==> src/logic/rcr_pkg.sv <==
// Shared constants and carrier types of the reset cause recorder.
// Assumes a 24-bit program counter and a 32-bit AXI4-Lite register bus.
package rcr_pkg;
   localparam int PC_W = 24;
   localparam int FLAG_W = 16;
   // Resume addresses
   localparam logic [23:0] PC_RESET_VEC = 24'h000000;
   localparam logic [23:0] PC_CLKFAIL_VEC = 24'h000004;
   localparam logic [23:0] PC_NEXT_STEP = 24'h000002;
   // Default cause flag positions; brownout is fixed at bit one
   localparam int POS_POWER_ON = 0;
   localparam int POS_BROWNOUT = 1;
   localparam int POS_IDLE = 2;
   localparam int POS_SLEEP = 3;
   localparam int POS_WATCHDOG = 4;
   localparam int POS_SOFTWARE = 6;
   localparam int POS_EXT_PIN = 7;
   localparam int POS_ILLEGAL = 14;
   localparam int POS_TRAP = 15;
   localparam logic [15:0] FLAGS_RESET = 16'h0000;
   // Register byte addresses
   localparam logic [11:0] OFS_CAUSE = 12'h000;
   localparam logic [11:0] OFS_STATUS = 12'h004;
   localparam logic [11:0] OFS_PC = 12'h008;
   localparam logic [11:0] OFS_CONTROL = 12'h00c;
   localparam int CTRL_SW_RESET_BIT = 0;
   localparam logic [1:0] RESP_OKAY = 2'h0;
   localparam logic [1:0] RESP_SLVERR = 2'h2;

   // Event strobes, one cycle each
   typedef struct packed {
      logic power_on;
      logic brownout;
      logic ext_pin;
      logic software;
      logic watchdog;
      logic trap_conflict;
      logic illegal_op;
      logic clock_fail;
      logic irq_wake;
   } rcr_events_t;

   typedef enum logic [3:0] {
      CAUSE_NONE,
      CAUSE_POWER_ON,
      CAUSE_BROWNOUT,
      CAUSE_EXT_RUN,
      CAUSE_EXT_SLEEP,
      CAUSE_EXT_IDLE,
      CAUSE_WDT_RESET,
      CAUSE_WDT_WAKE,
      CAUSE_TRAP,
      CAUSE_ILLEGAL,
      CAUSE_SOFTWARE,
      CAUSE_CLK_FAIL,
      CAUSE_IRQ_WAKE
   } rcr_cause_t;

   typedef struct packed {
      logic pc_load;
      logic [23:0] pc;
      logic [15:0] flags;
   } rcr_result_t;
endpackage : rcr_pkg

==> src/logic/rcr_event_arbiter.sv <==
// Picks the one event that wins when several strobes coincide.
// Assumes strobes and power state inputs are on the same clock.
`timescale 1ns/100ps
module rcr_event_arbiter
   import rcr_pkg::*;
(
   input rcr_events_t events,
   input logic cpu_sleeping,
   input logic cpu_idling,
   output rcr_cause_t cause
);
   // Fixed precedence: power-on, brownout, pin, watchdog, trap, illegal, software, clock failure, interrupt wake
   always_comb
   begin
      if (events.power_on)
         cause = CAUSE_POWER_ON;
      else if (events.brownout)
         cause = CAUSE_BROWNOUT;
      else if (events.ext_pin)
         cause = cpu_sleeping ? CAUSE_EXT_SLEEP :
                 cpu_idling ? CAUSE_EXT_IDLE : CAUSE_EXT_RUN;
      else if (events.watchdog)
         cause = cpu_sleeping ? CAUSE_WDT_WAKE : CAUSE_WDT_RESET;
      else if (events.trap_conflict)
         cause = CAUSE_TRAP;
      else if (events.illegal_op)
         cause = CAUSE_ILLEGAL;
      else if (events.software)
         cause = CAUSE_SOFTWARE;
      else if (events.clock_fail)
         cause = CAUSE_CLK_FAIL;
      else if (events.irq_wake && cpu_sleeping)
         cause = CAUSE_IRQ_WAKE;
      else
         cause = CAUSE_NONE;
   end
endmodule : rcr_event_arbiter

==> src/logic/rcr_flag_engine.sv <==
// Next cause flags and resume address for one chosen event.
// Assumes flags_in already holds any software write of this cycle.
`timescale 1ns/100ps
module rcr_flag_engine
   import rcr_pkg::*;
#(
   parameter int POWER_ON_POS = POS_POWER_ON,
   parameter int IDLE_POS = POS_IDLE,
   parameter int SLEEP_POS = POS_SLEEP,
   parameter int WATCHDOG_POS = POS_WATCHDOG,
   parameter int SOFTWARE_POS = POS_SOFTWARE,
   parameter int EXT_PIN_POS = POS_EXT_PIN,
   parameter int ILLEGAL_POS = POS_ILLEGAL,
   parameter int TRAP_POS = POS_TRAP
)
(
   input rcr_cause_t cause,
   input logic [FLAG_W-1:0] flags_in,
   input logic [PC_W-1:0] cur_pc,
   input logic irq_enabled,
   input logic [PC_W-1:0] irq_vector,
   output rcr_result_t result
);
   logic [FLAG_W-1:0] f;

   // Flags not named by the event keep their value, except on power-on, which clears all others
   always_comb
   begin
      f = flags_in;
      result.pc_load = 1'b1;
      result.pc = PC_RESET_VEC;
      unique case (cause)
         CAUSE_POWER_ON:
         begin
            f = '0;
            f[POWER_ON_POS] = 1'b1;
            f[POS_BROWNOUT] = 1'b1;
         end
         CAUSE_BROWNOUT:
         begin
            f[POS_BROWNOUT] = 1'b1;
            f[POWER_ON_POS] = 1'b0;
         end
         CAUSE_EXT_RUN, CAUSE_SOFTWARE, CAUSE_WDT_RESET:
         begin
            f[EXT_PIN_POS] = (cause == CAUSE_EXT_RUN);
            f[SOFTWARE_POS] = (cause == CAUSE_SOFTWARE);
            f[WATCHDOG_POS] = (cause == CAUSE_WDT_RESET);
            f[IDLE_POS] = 1'b0;
            f[SLEEP_POS] = 1'b0;
         end
         CAUSE_EXT_SLEEP, CAUSE_EXT_IDLE:
         begin
            f[EXT_PIN_POS] = 1'b1;
            f[WATCHDOG_POS] = 1'b0;
            f[SLEEP_POS] = (cause == CAUSE_EXT_SLEEP);
            f[IDLE_POS] = (cause == CAUSE_EXT_IDLE);
         end
         CAUSE_WDT_WAKE:
         begin
            result.pc = PC_W'(cur_pc + PC_NEXT_STEP);
            f[WATCHDOG_POS] = 1'b1;
            f[SLEEP_POS] = 1'b1;
         end
         CAUSE_IRQ_WAKE:
         begin
            f[SLEEP_POS] = 1'b1;
            result.pc = irq_enabled ? irq_vector :
                        PC_W'(cur_pc + PC_NEXT_STEP);
         end
         CAUSE_CLK_FAIL:
            result.pc = PC_CLKFAIL_VEC;
         CAUSE_TRAP:
            f[TRAP_POS] = 1'b1;
         CAUSE_ILLEGAL:
            f[ILLEGAL_POS] = 1'b1;
         CAUSE_NONE:
         begin
            result.pc_load = 1'b0;
            result.pc = cur_pc;
         end
         default:
         begin
            result.pc_load = 1'b0;
            result.pc = cur_pc;
         end
      endcase
      result.flags = f;
   end
endmodule : rcr_flag_engine

==> src/logic/rcr_reset_cause_recorder.sv <==
// Reset cause recorder: cause flags, resume address, AXI4-Lite regs.
// Assumes event strobes come from logic on aclk, one cycle each.
// Function
// - Power-on: pc zero, set power-on and brownout
// - Brownout: pc zero, set brownout, clear power-on
// - Pin reset running: set pin, clear four
// - Software reset: set software, clear four others
// - Pin reset asleep: set pin and sleep
// - Pin reset idle: set pin and idle
// - Watchdog reset: set watchdog, clear four others
// - Watchdog wake: pc plus two, watchdog, sleep
// - Interrupt wake: sleep flag, vector or pc+2
// - Clock failure: trap address, flags untouched
// - Trap conflict: pc zero, set its flag
// - Illegal operation: pc zero, set its flag
// - Software reads and writes every cause flag
// - Brownout flag sits at bit one
//
// The implementer's own choices: the address map and the AXI4-Lite slave port.
`timescale 1ns/100ps
module rcr_reset_cause_recorder
   import rcr_pkg::*;
#(
   parameter int POWER_ON_POS = POS_POWER_ON,
   parameter int IDLE_POS = POS_IDLE,
   parameter int SLEEP_POS = POS_SLEEP,
   parameter int WATCHDOG_POS = POS_WATCHDOG,
   parameter int SOFTWARE_POS = POS_SOFTWARE,
   parameter int EXT_PIN_POS = POS_EXT_PIN,
   parameter int ILLEGAL_POS = POS_ILLEGAL,
   parameter int TRAP_POS = POS_TRAP
)
(
   input logic aclk,
   input logic aresetn,
   input logic [11:0] s_axi_awaddr,
   input logic s_axi_awvalid,
   output logic s_axi_awready,
   input logic [31:0] s_axi_wdata,
   input logic [3:0] s_axi_wstrb,
   input logic s_axi_wvalid,
   output logic s_axi_wready,
   output logic [1:0] s_axi_bresp,
   output logic s_axi_bvalid,
   input logic s_axi_bready,
   input logic [11:0] s_axi_araddr,
   input logic s_axi_arvalid,
   output logic s_axi_arready,
   output logic [31:0] s_axi_rdata,
   output logic [1:0] s_axi_rresp,
   output logic s_axi_rvalid,
   input logic s_axi_rready,
   input rcr_events_t events,
   input logic cpu_sleeping,
   input logic cpu_idling,
   input logic irq_enabled,
   input logic [PC_W-1:0] irq_vector,
   input logic [PC_W-1:0] cur_pc,
   output logic pc_load,
   output logic [PC_W-1:0] pc_value,
   output logic [FLAG_W-1:0] reset_cause_control
);
   localparam logic [FLAG_W-1:0] POR_SET =
      FLAG_W'((32'h1 << POWER_ON_POS) | (32'h1 << POS_BROWNOUT));

   rcr_events_t events_all;
   rcr_cause_t cause;
   rcr_result_t result;
   rcr_cause_t last_cause_r;
   logic [FLAG_W-1:0] flags_r;
   logic [FLAG_W-1:0] base_flags;
   logic [PC_W-1:0] pc_r;
   logic pc_load_r;
   logic sw_req_r;
   logic aw_have_r;
   logic [11:0] awaddr_r;
   logic w_have_r;
   logic [31:0] wdata_r;
   logic [3:0] wstrb_r;
   logic bvalid_r;
   logic [1:0] bresp_r;
   logic rvalid_r;
   logic [31:0] rdata_r;
   logic [1:0] rresp_r;
   logic do_write;
   logic wr_mapped;
   logic wr_flags;
   logic wr_control;
   logic [31:0] rd_word;
   logic rd_ok;

   // Write channels are taken in either order, one write at a time
   assign s_axi_awready = !aw_have_r && !bvalid_r;
   assign s_axi_wready = !w_have_r && !bvalid_r;
   assign do_write = aw_have_r && w_have_r && !bvalid_r;
   assign wr_flags = do_write && (awaddr_r == OFS_CAUSE);
   assign wr_control = do_write && (awaddr_r == OFS_CONTROL);
   assign wr_mapped = (awaddr_r == OFS_CAUSE) ||
                      (awaddr_r == OFS_STATUS) ||
                      (awaddr_r == OFS_PC) ||
                      (awaddr_r == OFS_CONTROL);

   // Address latch
   always_ff @(posedge aclk)
   begin
      if (!aresetn)
      begin
         aw_have_r <= 1'b0;
         awaddr_r <= 12'h000;
      end
      else if (s_axi_awvalid && s_axi_awready)
      begin
         aw_have_r <= 1'b1;
         awaddr_r <= s_axi_awaddr;
      end
      else if (do_write)
         aw_have_r <= 1'b0;
   end

   // Data latch
   always_ff @(posedge aclk)
   begin
      if (!aresetn)
      begin
         w_have_r <= 1'b0;
         wdata_r <= 32'h00000000;
         wstrb_r <= 4'h0;
      end
      else if (s_axi_wvalid && s_axi_wready)
      begin
         w_have_r <= 1'b1;
         wdata_r <= s_axi_wdata;
         wstrb_r <= s_axi_wstrb;
      end
      else if (do_write)
         w_have_r <= 1'b0;
   end

   // Write response, error for unmapped addresses
   always_ff @(posedge aclk)
   begin
      if (!aresetn)
      begin
         bvalid_r <= 1'b0;
         bresp_r <= RESP_OKAY;
      end
      else if (do_write)
      begin
         bvalid_r <= 1'b1;
         bresp_r <= wr_mapped ? RESP_OKAY : RESP_SLVERR;
      end
      else if (bvalid_r && s_axi_bready)
         bvalid_r <= 1'b0;
   end

   assign s_axi_bvalid = bvalid_r;
   assign s_axi_bresp = bresp_r;

   // Software reset request, self-clearing after one cycle
   always_ff @(posedge aclk)
   begin
      if (!aresetn)
         sw_req_r <= 1'b0;
      else
         sw_req_r <= wr_control && wstrb_r[0] &&
                     wdata_r[CTRL_SW_RESET_BIT];
   end

   // Register command joins the hardware strobe
   always_comb
   begin
      events_all = events;
      events_all.software = events.software | sw_req_r;
   end

   // Software write merged first so the event bits win
   always_comb
   begin
      base_flags = flags_r;
      if (wr_flags)
      begin
         for (int i = 0; i < 2; i++)
         begin
            if (wstrb_r[i])
               base_flags[i*8 +: 8] = wdata_r[i*8 +: 8];
         end
      end
   end

   // One winner among coinciding events
   rcr_event_arbiter u_arbiter (
      .events (events_all),
      .cpu_sleeping (cpu_sleeping),
      .cpu_idling (cpu_idling),
      .cause (cause)
   );

   rcr_flag_engine #(
      .POWER_ON_POS (POWER_ON_POS),
      .IDLE_POS (IDLE_POS),
      .SLEEP_POS (SLEEP_POS),
      .WATCHDOG_POS (WATCHDOG_POS),
      .SOFTWARE_POS (SOFTWARE_POS),
      .EXT_PIN_POS (EXT_PIN_POS),
      .ILLEGAL_POS (ILLEGAL_POS),
      .TRAP_POS (TRAP_POS)
   ) u_engine (
      .cause (cause),
      .flags_in (base_flags),
      .cur_pc (cur_pc),
      .irq_enabled (irq_enabled),
      .irq_vector (irq_vector),
      .result (result)
   );

   // Cause flags
   always_ff @(posedge aclk)
   begin
      if (!aresetn)
         flags_r <= FLAGS_RESET;
      else
         flags_r <= result.flags;
   end

   // Resume address and its load strobe
   always_ff @(posedge aclk)
   begin
      if (!aresetn)
      begin
         pc_r <= PC_RESET_VEC;
         pc_load_r <= 1'b0;
      end
      else
      begin
         pc_load_r <= result.pc_load;
         if (result.pc_load)
            pc_r <= result.pc;
      end
   end

   // Last event seen, for status reads
   always_ff @(posedge aclk)
   begin
      if (!aresetn)
         last_cause_r <= CAUSE_NONE;
      else if (cause != CAUSE_NONE)
         last_cause_r <= cause;
   end

   assign pc_load = pc_load_r;
   assign pc_value = pc_r;
   assign reset_cause_control = flags_r;

   // Read decode
   always_comb
   begin
      rd_ok = 1'b1;
      unique case (s_axi_araddr)
         OFS_CAUSE: rd_word = {16'h0000, flags_r};
         OFS_STATUS: rd_word = {28'h0000000, last_cause_r};
         OFS_PC: rd_word = {8'h00, pc_r};
         OFS_CONTROL: rd_word = {31'h00000000, sw_req_r};
         default:
         begin
            rd_word = 32'h00000000;
            rd_ok = 1'b0;
         end
      endcase
   end

   // Read channel, answer one cycle after the address
   always_ff @(posedge aclk)
   begin
      if (!aresetn)
      begin
         rvalid_r <= 1'b0;
         rdata_r <= 32'h00000000;
         rresp_r <= RESP_OKAY;
      end
      else if (s_axi_arvalid && s_axi_arready)
      begin
         rvalid_r <= 1'b1;
         rdata_r <= rd_word;
         rresp_r <= rd_ok ? RESP_OKAY : RESP_SLVERR;
      end
      else if (rvalid_r && s_axi_rready)
         rvalid_r <= 1'b0;
   end

   assign s_axi_arready = !rvalid_r;
   assign s_axi_rvalid = rvalid_r;
   assign s_axi_rdata = rdata_r;
   assign s_axi_rresp = rresp_r;
endmodule : rcr_reset_cause_recorder

==> config.mk <==
export PLATFORM = sky130hd
export DESIGN_NAME = rcr_reset_cause_recorder
export DESIGN_NICKNAME = d
export VERILOG_FILES = /design/src/logic/rcr_pkg.sv /design/src/logic/rcr_event_arbiter.sv /design/src/logic/rcr_flag_engine.sv /design/src/logic/rcr_reset_cause_recorder.sv
export SDC_FILE = /design/constraint.sdc
export NUM_CORES = 1
export LEC_CHECK = 0
export ABC_AREA = 1
export BUFFER_PORTS_ARGS = -buffer_cell sky130_fd_sc_hd__buf_2
export CORE_ASPECT_RATIO = 0.5
export CORE_MARGIN = 3
export CORE_UTILIZATION = 50
export CTS_CLUSTER_DIAMETER = 50
export DETAILED_ROUTE_END_ITERATION = 16
export PLACE_DENSITY = 0.81
export SETUP_SLACK_MARGIN = 0.4
export SYNTH_ARGS = -nofsm -noshare
export SYNTH_HDL_FRONTEND = slang
export SYNTH_SLANG_ARGS = --single-unit
==> constraint.sdc <==
create_clock -name aclk -period 1.9 [get_ports aclk]
set_input_delay 0.285 -clock aclk [delete_from_list [all_inputs] [get_ports aclk]]
set_output_delay 0.285 -clock aclk [all_outputs]
set_load 0.02 [all_outputs]
# Word level (Yosys, flattened, before mapping)

Index checks and enable logic that the tools add are counted.

Output and inout bits: 82
Register bits after elaboration: 116

Bitwise operators: 2
Equal/unequal tests: 18
Reductions and logical operators: 63
$add $sub $neg: 1
Mux-type cells: 37

Operators with widths:

| cell                                                                   | number |
|---|---|
| 24-bit one-hot mux with 4 select lines                                 | 2 |
| 12-bit by 4-bit equality test with 1-bit output, second input constant | 4 |
| 4-bit 2-to-1 mux                                                       | 10 |
| 3-bit nonzero test                                                     | 10 |
| 4-bit nonzero test                                                     | 7 |
| 24-bit by 2-bit adder with 24-bit output, second input constant        | 1 |
| 12-bit by 3-bit equality test with 1-bit output, second input constant | 2 |
| 12-bit zero test                                                       | 2 |
| 24-bit 2-to-1 mux                                                      | 1 |
| 4-bit equality test, second input constant                             | 5 |
| 2-bit AND reduction                                                    | 10 |
| 4-bit by 3-bit equality test with 1-bit output, second input constant  | 4 |
| 16-bit 2-to-1 mux                                                      | 1 |
| 8-bit 2-to-1 mux                                                       | 2 |
| 1-bit logical AND                                                      | 14 |
| 12-bit OR reduction                                                    | 1 |
| 1-bit 2-to-1 mux                                                       | 10 |
| 1-bit one-hot mux with 3 select lines                                  | 3 |
| 9-bit OR reduction                                                     | 1 |
| 4-bit by 2-bit equality test with 1-bit output, second input constant  | 2 |
| 1-bit one-hot mux with 2 select lines                                  | 4 |
| 2-bit nonzero test                                                     | 4 |
| 4-bit OR reduction                                                     | 2 |
| 2-bit OR reduction                                                     | 3 |
| 9 further kinds                                                        | 16 |

# Depth between registers and ports, before layout

Word-level depth: 14
Gate-level depth with buffers: 15

# Hierarchy

Synthesis repeated with hierarchy kept, for this count alone.

Cells, all modules: 975
Area, all modules: 6152.2 um2

By module, submodules not included:

| module                   | cells each | times used | area each (um2) | sequential area each (um2) |
|---|---|---|---|---|
| rcr_reset_cause_recorder | 620        | 1          | 4484.3          | 2122.0 |
| rcr_flag_engine          | 324        | 1          | 1529.0          | 0.0 |
| rcr_event_arbiter        | 31         | 1          | 138.9           | 0.0 |

# Worst setup path after synthesis

Ideal clock, no wire load.

Kind: reg2reg
Start point: register rvalid_r, in the netlist s_axi_rvalid
End point: register rdata_r[13], in the netlist s_axi_rdata[13]
Period minus slack after synthesis: 1755 ps
Path slack: 145 ps
Arrival: 1684 ps
Setup time: 70 ps
Required time: 1830 ps
Cell stages (with the launch flop): 7
Cells stage by stage: dfxtp_1 -> inv_1 -> nand2_1 -> nor3_1 -> buf_2 -> nand2_1 -> a21oi_1

Longest elaborated chain between the ends: 2

RTL lines:

| what                     | RTL line                        | text |
|---|---|---|
| start: declaration       | rcr_reset_cause_recorder.sv:82  | `logic rvalid_r;` |
| start signal: assignment | rcr_reset_cause_recorder.sv:276 | `rvalid_r <= 1'b0;` |
| start signal: assignment | rcr_reset_cause_recorder.sv:282 | `rvalid_r <= 1'b1;` |
| start signal: assignment | rcr_reset_cause_recorder.sv:287 | `rvalid_r <= 1'b0;` |
| 1-bit zero test          | rcr_reset_cause_recorder.sv:290 | `assign s_axi_arready = !rvalid_r;` |
| named net s_axi_arready  | rcr_reset_cause_recorder.sv:48  | `output logic s_axi_arready,` |
| 1-bit logical AND        | rcr_reset_cause_recorder.sv:280 | `else if (s_axi_arvalid && s_axi_arready)` |
| end signal: assignment   | rcr_reset_cause_recorder.sv:283 | `rdata_r <= rd_word;` |
| end: declaration         | rcr_reset_cause_recorder.sv:83  | `logic [31:0] rdata_r;` |

The timed path passes the listed nets, and every way through them passes these cells.
A chain may end at the register's enable or synchronous reset.

# Final worst setup path

Start point: register sw_req_r
End point: register pc_r[11], in the netlist pc_value[11]

Longest elaborated chain between the ends: 11

RTL lines:

| what                                                                              | RTL line                        | text |
|---|---|---|
| start: declaration                                                                | rcr_reset_cause_recorder.sv:74  | `logic sw_req_r;` |
| start signal: assignment                                                          | rcr_reset_cause_recorder.sv:165 | `sw_req_r <= wr_control && wstrb_r[0] &&` |
| 1-bit OR (*)                                                                      | rcr_reset_cause_recorder.sv:173 | `events_all.software = events.software \| sw_req_r;` |
| 4-bit 2-to-1 mux (*)                                                              | rcr_event_arbiter.sv:28         | `else if (events.software)` |
| 4-bit 2-to-1 mux (*)                                                              | rcr_event_arbiter.sv:26         | `else if (events.illegal_op)` |
| 4-bit 2-to-1 mux (*)                                                              | rcr_event_arbiter.sv:24         | `else if (events.trap_conflict)` |
| 4-bit 2-to-1 mux (*)                                                              | rcr_event_arbiter.sv:22         | `else if (events.watchdog)` |
| 4-bit 2-to-1 mux (*)                                                              | rcr_event_arbiter.sv:19         | `else if (events.ext_pin)` |
| 4-bit 2-to-1 mux (*)                                                              | rcr_event_arbiter.sv:17         | `else if (events.brownout)` |
| 4-bit 2-to-1 mux (*)                                                              | rcr_event_arbiter.sv:15         | `if (events.power_on)` |
| 4-bit by 1-bit equality test with 1-bit output (tied with other cells)            | rcr_flag_engine.sv:32           | `unique case (cause)` |
| 9-bit OR reduction (no line) / 12-bit OR reduction (equally long branches)        | n/a                             |  |
| 24-bit one-hot mux with 4 select lines / 1-bit 2-to-1 mux (equally long branches) | rcr_flag_engine.sv:32           |  |
| end signal: assignment                                                            | rcr_reset_cause_recorder.sv:237 | `pc_r <= result.pc;` |
| end: declaration                                                                  | rcr_reset_cause_recorder.sv:72  | `logic [PC_W-1:0] pc_r;` |

Every way passes the cells marked *; elsewhere a longest branch is shown, timed or not.

==> out/qor.yml <==
power_density_nw_per_um2: 681
cp_common_cell: "nand2_2"
max_cap_violations: 0
peakVddDrop_v: 0.000474
die_w_um: 155
drtIter0Drc: 601
min_period_ps: 1810
port_buffers: 180
final_common_cell: "buf_2"
r2r_cells: 14
grt_pass1_wl_um: 28700
timing.fmax_mhz: 552
finalPower_mw: 5.41
finalHoldWorstSlack_ps: 176
tns_ps: 0
rsz0062_at_grt: "yes"
tightest_slew_ps: 516
seqCellArea_um2: 2130
finClkSkew_ps: 6.83
crit_required_ps: 2200
setup_violations: 0
rows: 26
clkLatencyLatePin_ps: 350
cp_slowest_cell: "dfxtp_4"
yosysSeqAreaShare_pct: 38.3
ys.flop_type: "dfxtp_1"
clk_path_buf_depth: 2
routed_via_density: 5.44
gr-total-overflow: 0
cts_sinks: 106
synth-edff-count: 0
async_flop_share_pct: 0
drc: 0
ys_warn_count: 0
final_area_um2: 7950
clk_pin_slew_ps: 80
core_region_area_um2: 10500
wl_per_cell_um: 16.4
postSynthCellCount: 826
cp_data_arrival_time_ps: 2110
mostFrequentLayoutCells: "180 x buf_2, 166 x nand2_1, 100 x dfxtp_1"
die_h_um: 80.4
ys_seq_elements: 106
htree_num_levels: 3
ios: 209
start_kind: "register"
cts_root_buffer: "clkbuf_16"
crit_chain: "nor2_4, nand2_2, inv_2, nand2_2, nand2_4, nand2_8, nor2_4, nand3_4, buf_12, clkinv_8, nand2_2, o211ai_1, nand2_1, inv_1"
tritoncts: "yes"
antenna_left: 0
crit_path_end: "pc_value[11]"
avgSynthCellArea_um2: 6.71
n_fill_cell: 821
grt_usage_pct: 28.7
crit_start: "sw_req_r"
grt_pass1_vias: 5857
drive_gt1_share_pct: 36.4
num_vias: 6504
endpoint_kind: "register"
fin_util_pct: 75.7
antenna_found_initial: 1
post-route-period-util_pct: 95.3
start_util_pct: 52.7
multiInputGateArea_um2: 3400
firstDrtPassIters: 5
timing.reg2reg.setup_slack_ps: 90
r2r_end: "pc_value[11]"
finalHoldViolations: 0
finalMaxSlewViolations: 0
nNetsFinal: 1178
critPathKind: "reg2reg"
numCtsBuffers: 9
placed_area_um2: 6880
p_leak_nw: 3.75
reg2reg_from: "sw_req_r"
hp-class: "in2reg"
outcome: "finished, final reports clean"
netlist_area_um2: 5540
gp_congestion: 0.899
drt_wl_total_um: 19600
areaGrowthSynthToFinish_pct: 43.6
hpwl_um: 13400
synth_cell_types: 47
critPathMaxStageDelay_ps: 360
dieArea_um2: 12500
cp_max_fo: 7
grt_max_degree: 64
maxSlewHeadroom_pct: 65.6
cells in the mapped netlist (2+ instances only):
master	n	area share (%)
nand2_2	3	0.34
o21ai_0	64	5.8
nor4_1	2	0.23
o211ai_1	10	1.4
clkbuf_1	17	1.2
buf_4	10	1.4
a22o_1	3	0.47
buf_2	5	0.45
nand3_2	2	0.36
inv_2	8	0.54
or2_2	6	0.68
nor2_1	98	6.6
nand4_1	16	1.8
a31oi_1	3	0.34
dfxtp_1	106	38
o22ai_1	10	1.1
a21oi_1	62	5.6
nand3_1	36	3.3
nor3_1	13	1.2
inv_1	92	6.2
nand2_1	191	13
nor2_2	8	0.90
a22oi_1	2	0.27
xnor2_1	5	0.79
o221ai_1	7	1.1
o21ai_1	7	0.63
buf_1	5	0.34
nor2_4	4	0.81
xor2_1	13	2.1
layer usage:
metal	vias up	track usage, %	share of wire [%]
li1	3126	-	-
met1	3009	37.8	43
met2	316	47.6	46
met3	53	6.57	8.4
met4	0	7.93	2.5
met5	-	0	0
state kept, by name, indices dropped and copies added (netlist names):
signal               cells
awaddr_r                12
pc_load                  1
last_cause_r             4
s_axi_bresp              1
aw_have_r                1
sw_req_r                 1
s_axi_rvalid             1
s_axi_rresp              1
wdata_r                 16
pc_value                24
w_have_r                 1
wstrb_r                  2
s_axi_bvalid             1
s_axi_rdata             24
reset_cause_control     16
metrics by stage:
stage | instances | worst slack, ps
after floorplan | 835 | 277
after global placement | 1149 | 39.5
after detailed placement | 1149 | -16.3
after CTS | 1180 | 176
after global routing | 1196 | -7.75
final | 1196 | 88.9
power by group:
group	switching (mW)	internal, mW	total, mW
clock	0.953	1.07	2.02
combinational	0.628	0.380	1.01
sequential	0.0571	2.32	2.38
worst min path at each step:
stage | start | to | slack [ps] | cells past startpoint
3_5_place_dp | s_axi_rdata[15] | s_axi_rdata[15] | 450 | 2
5_1_grt | s_axi_wdata[10] | wdata_r[10] | 190 | 3
6_report | s_axi_awaddr[0] | awaddr_r[0] | 180 | 3
4_1_cts | s_axi_bready | s_axi_bvalid | 180 | 4
2_1_floorplan | awaddr_r[2] | sw_req_r | 430 | 2
3_3_place_gp | wdata_r[6] | wdata_r[6] | 440 | 2
layout make-up:
class | instances | share of cell area (%)
clock buffers | 9 | 2.83
diodes | 1 | 0.0315
flip-flops and latches | 106 | 26.8
repair buffers | 241 | 19.0
clock inverters | 7 | 1.16
inverters | 102 | 5.21
well taps | 140 | 2.20
multi-input cells | 590 | 42.8
worst max-delay path: cells and delay by family (launching register included):
kind	cells	cell delay [ps]
flops	1	360
buf+inv	4	400
compound gates	1	90
simple gates	9	890
logic make-up (layout without fill, tap and decap cells):
group                      Yosys count  count (layout)  share of synthesized area, %
AOI/OAI and AO/OA                  177             177                          18.2
DFF                                106             106                          38.3
buffers and inverters              140             359                          10.4
xor gates and xnor gates            18              18                          2.85
muxes                                1               1                         0.181
and+or+nand+nor                    382             383                          29.7
other                                1              11                        0.0677
adders and majority gates            1               1                         0.226
what timing repair did:
item,4_1_cts,5_1_grt
hold endpoints to repair,0,0
setup endpoints to repair,39,65
buffers inserted,14,11
gates resized for setup,45,71
cloned,1,4
hold buffers,0,0
pin swaps,18,28
(Power assumes the default switching activity.)
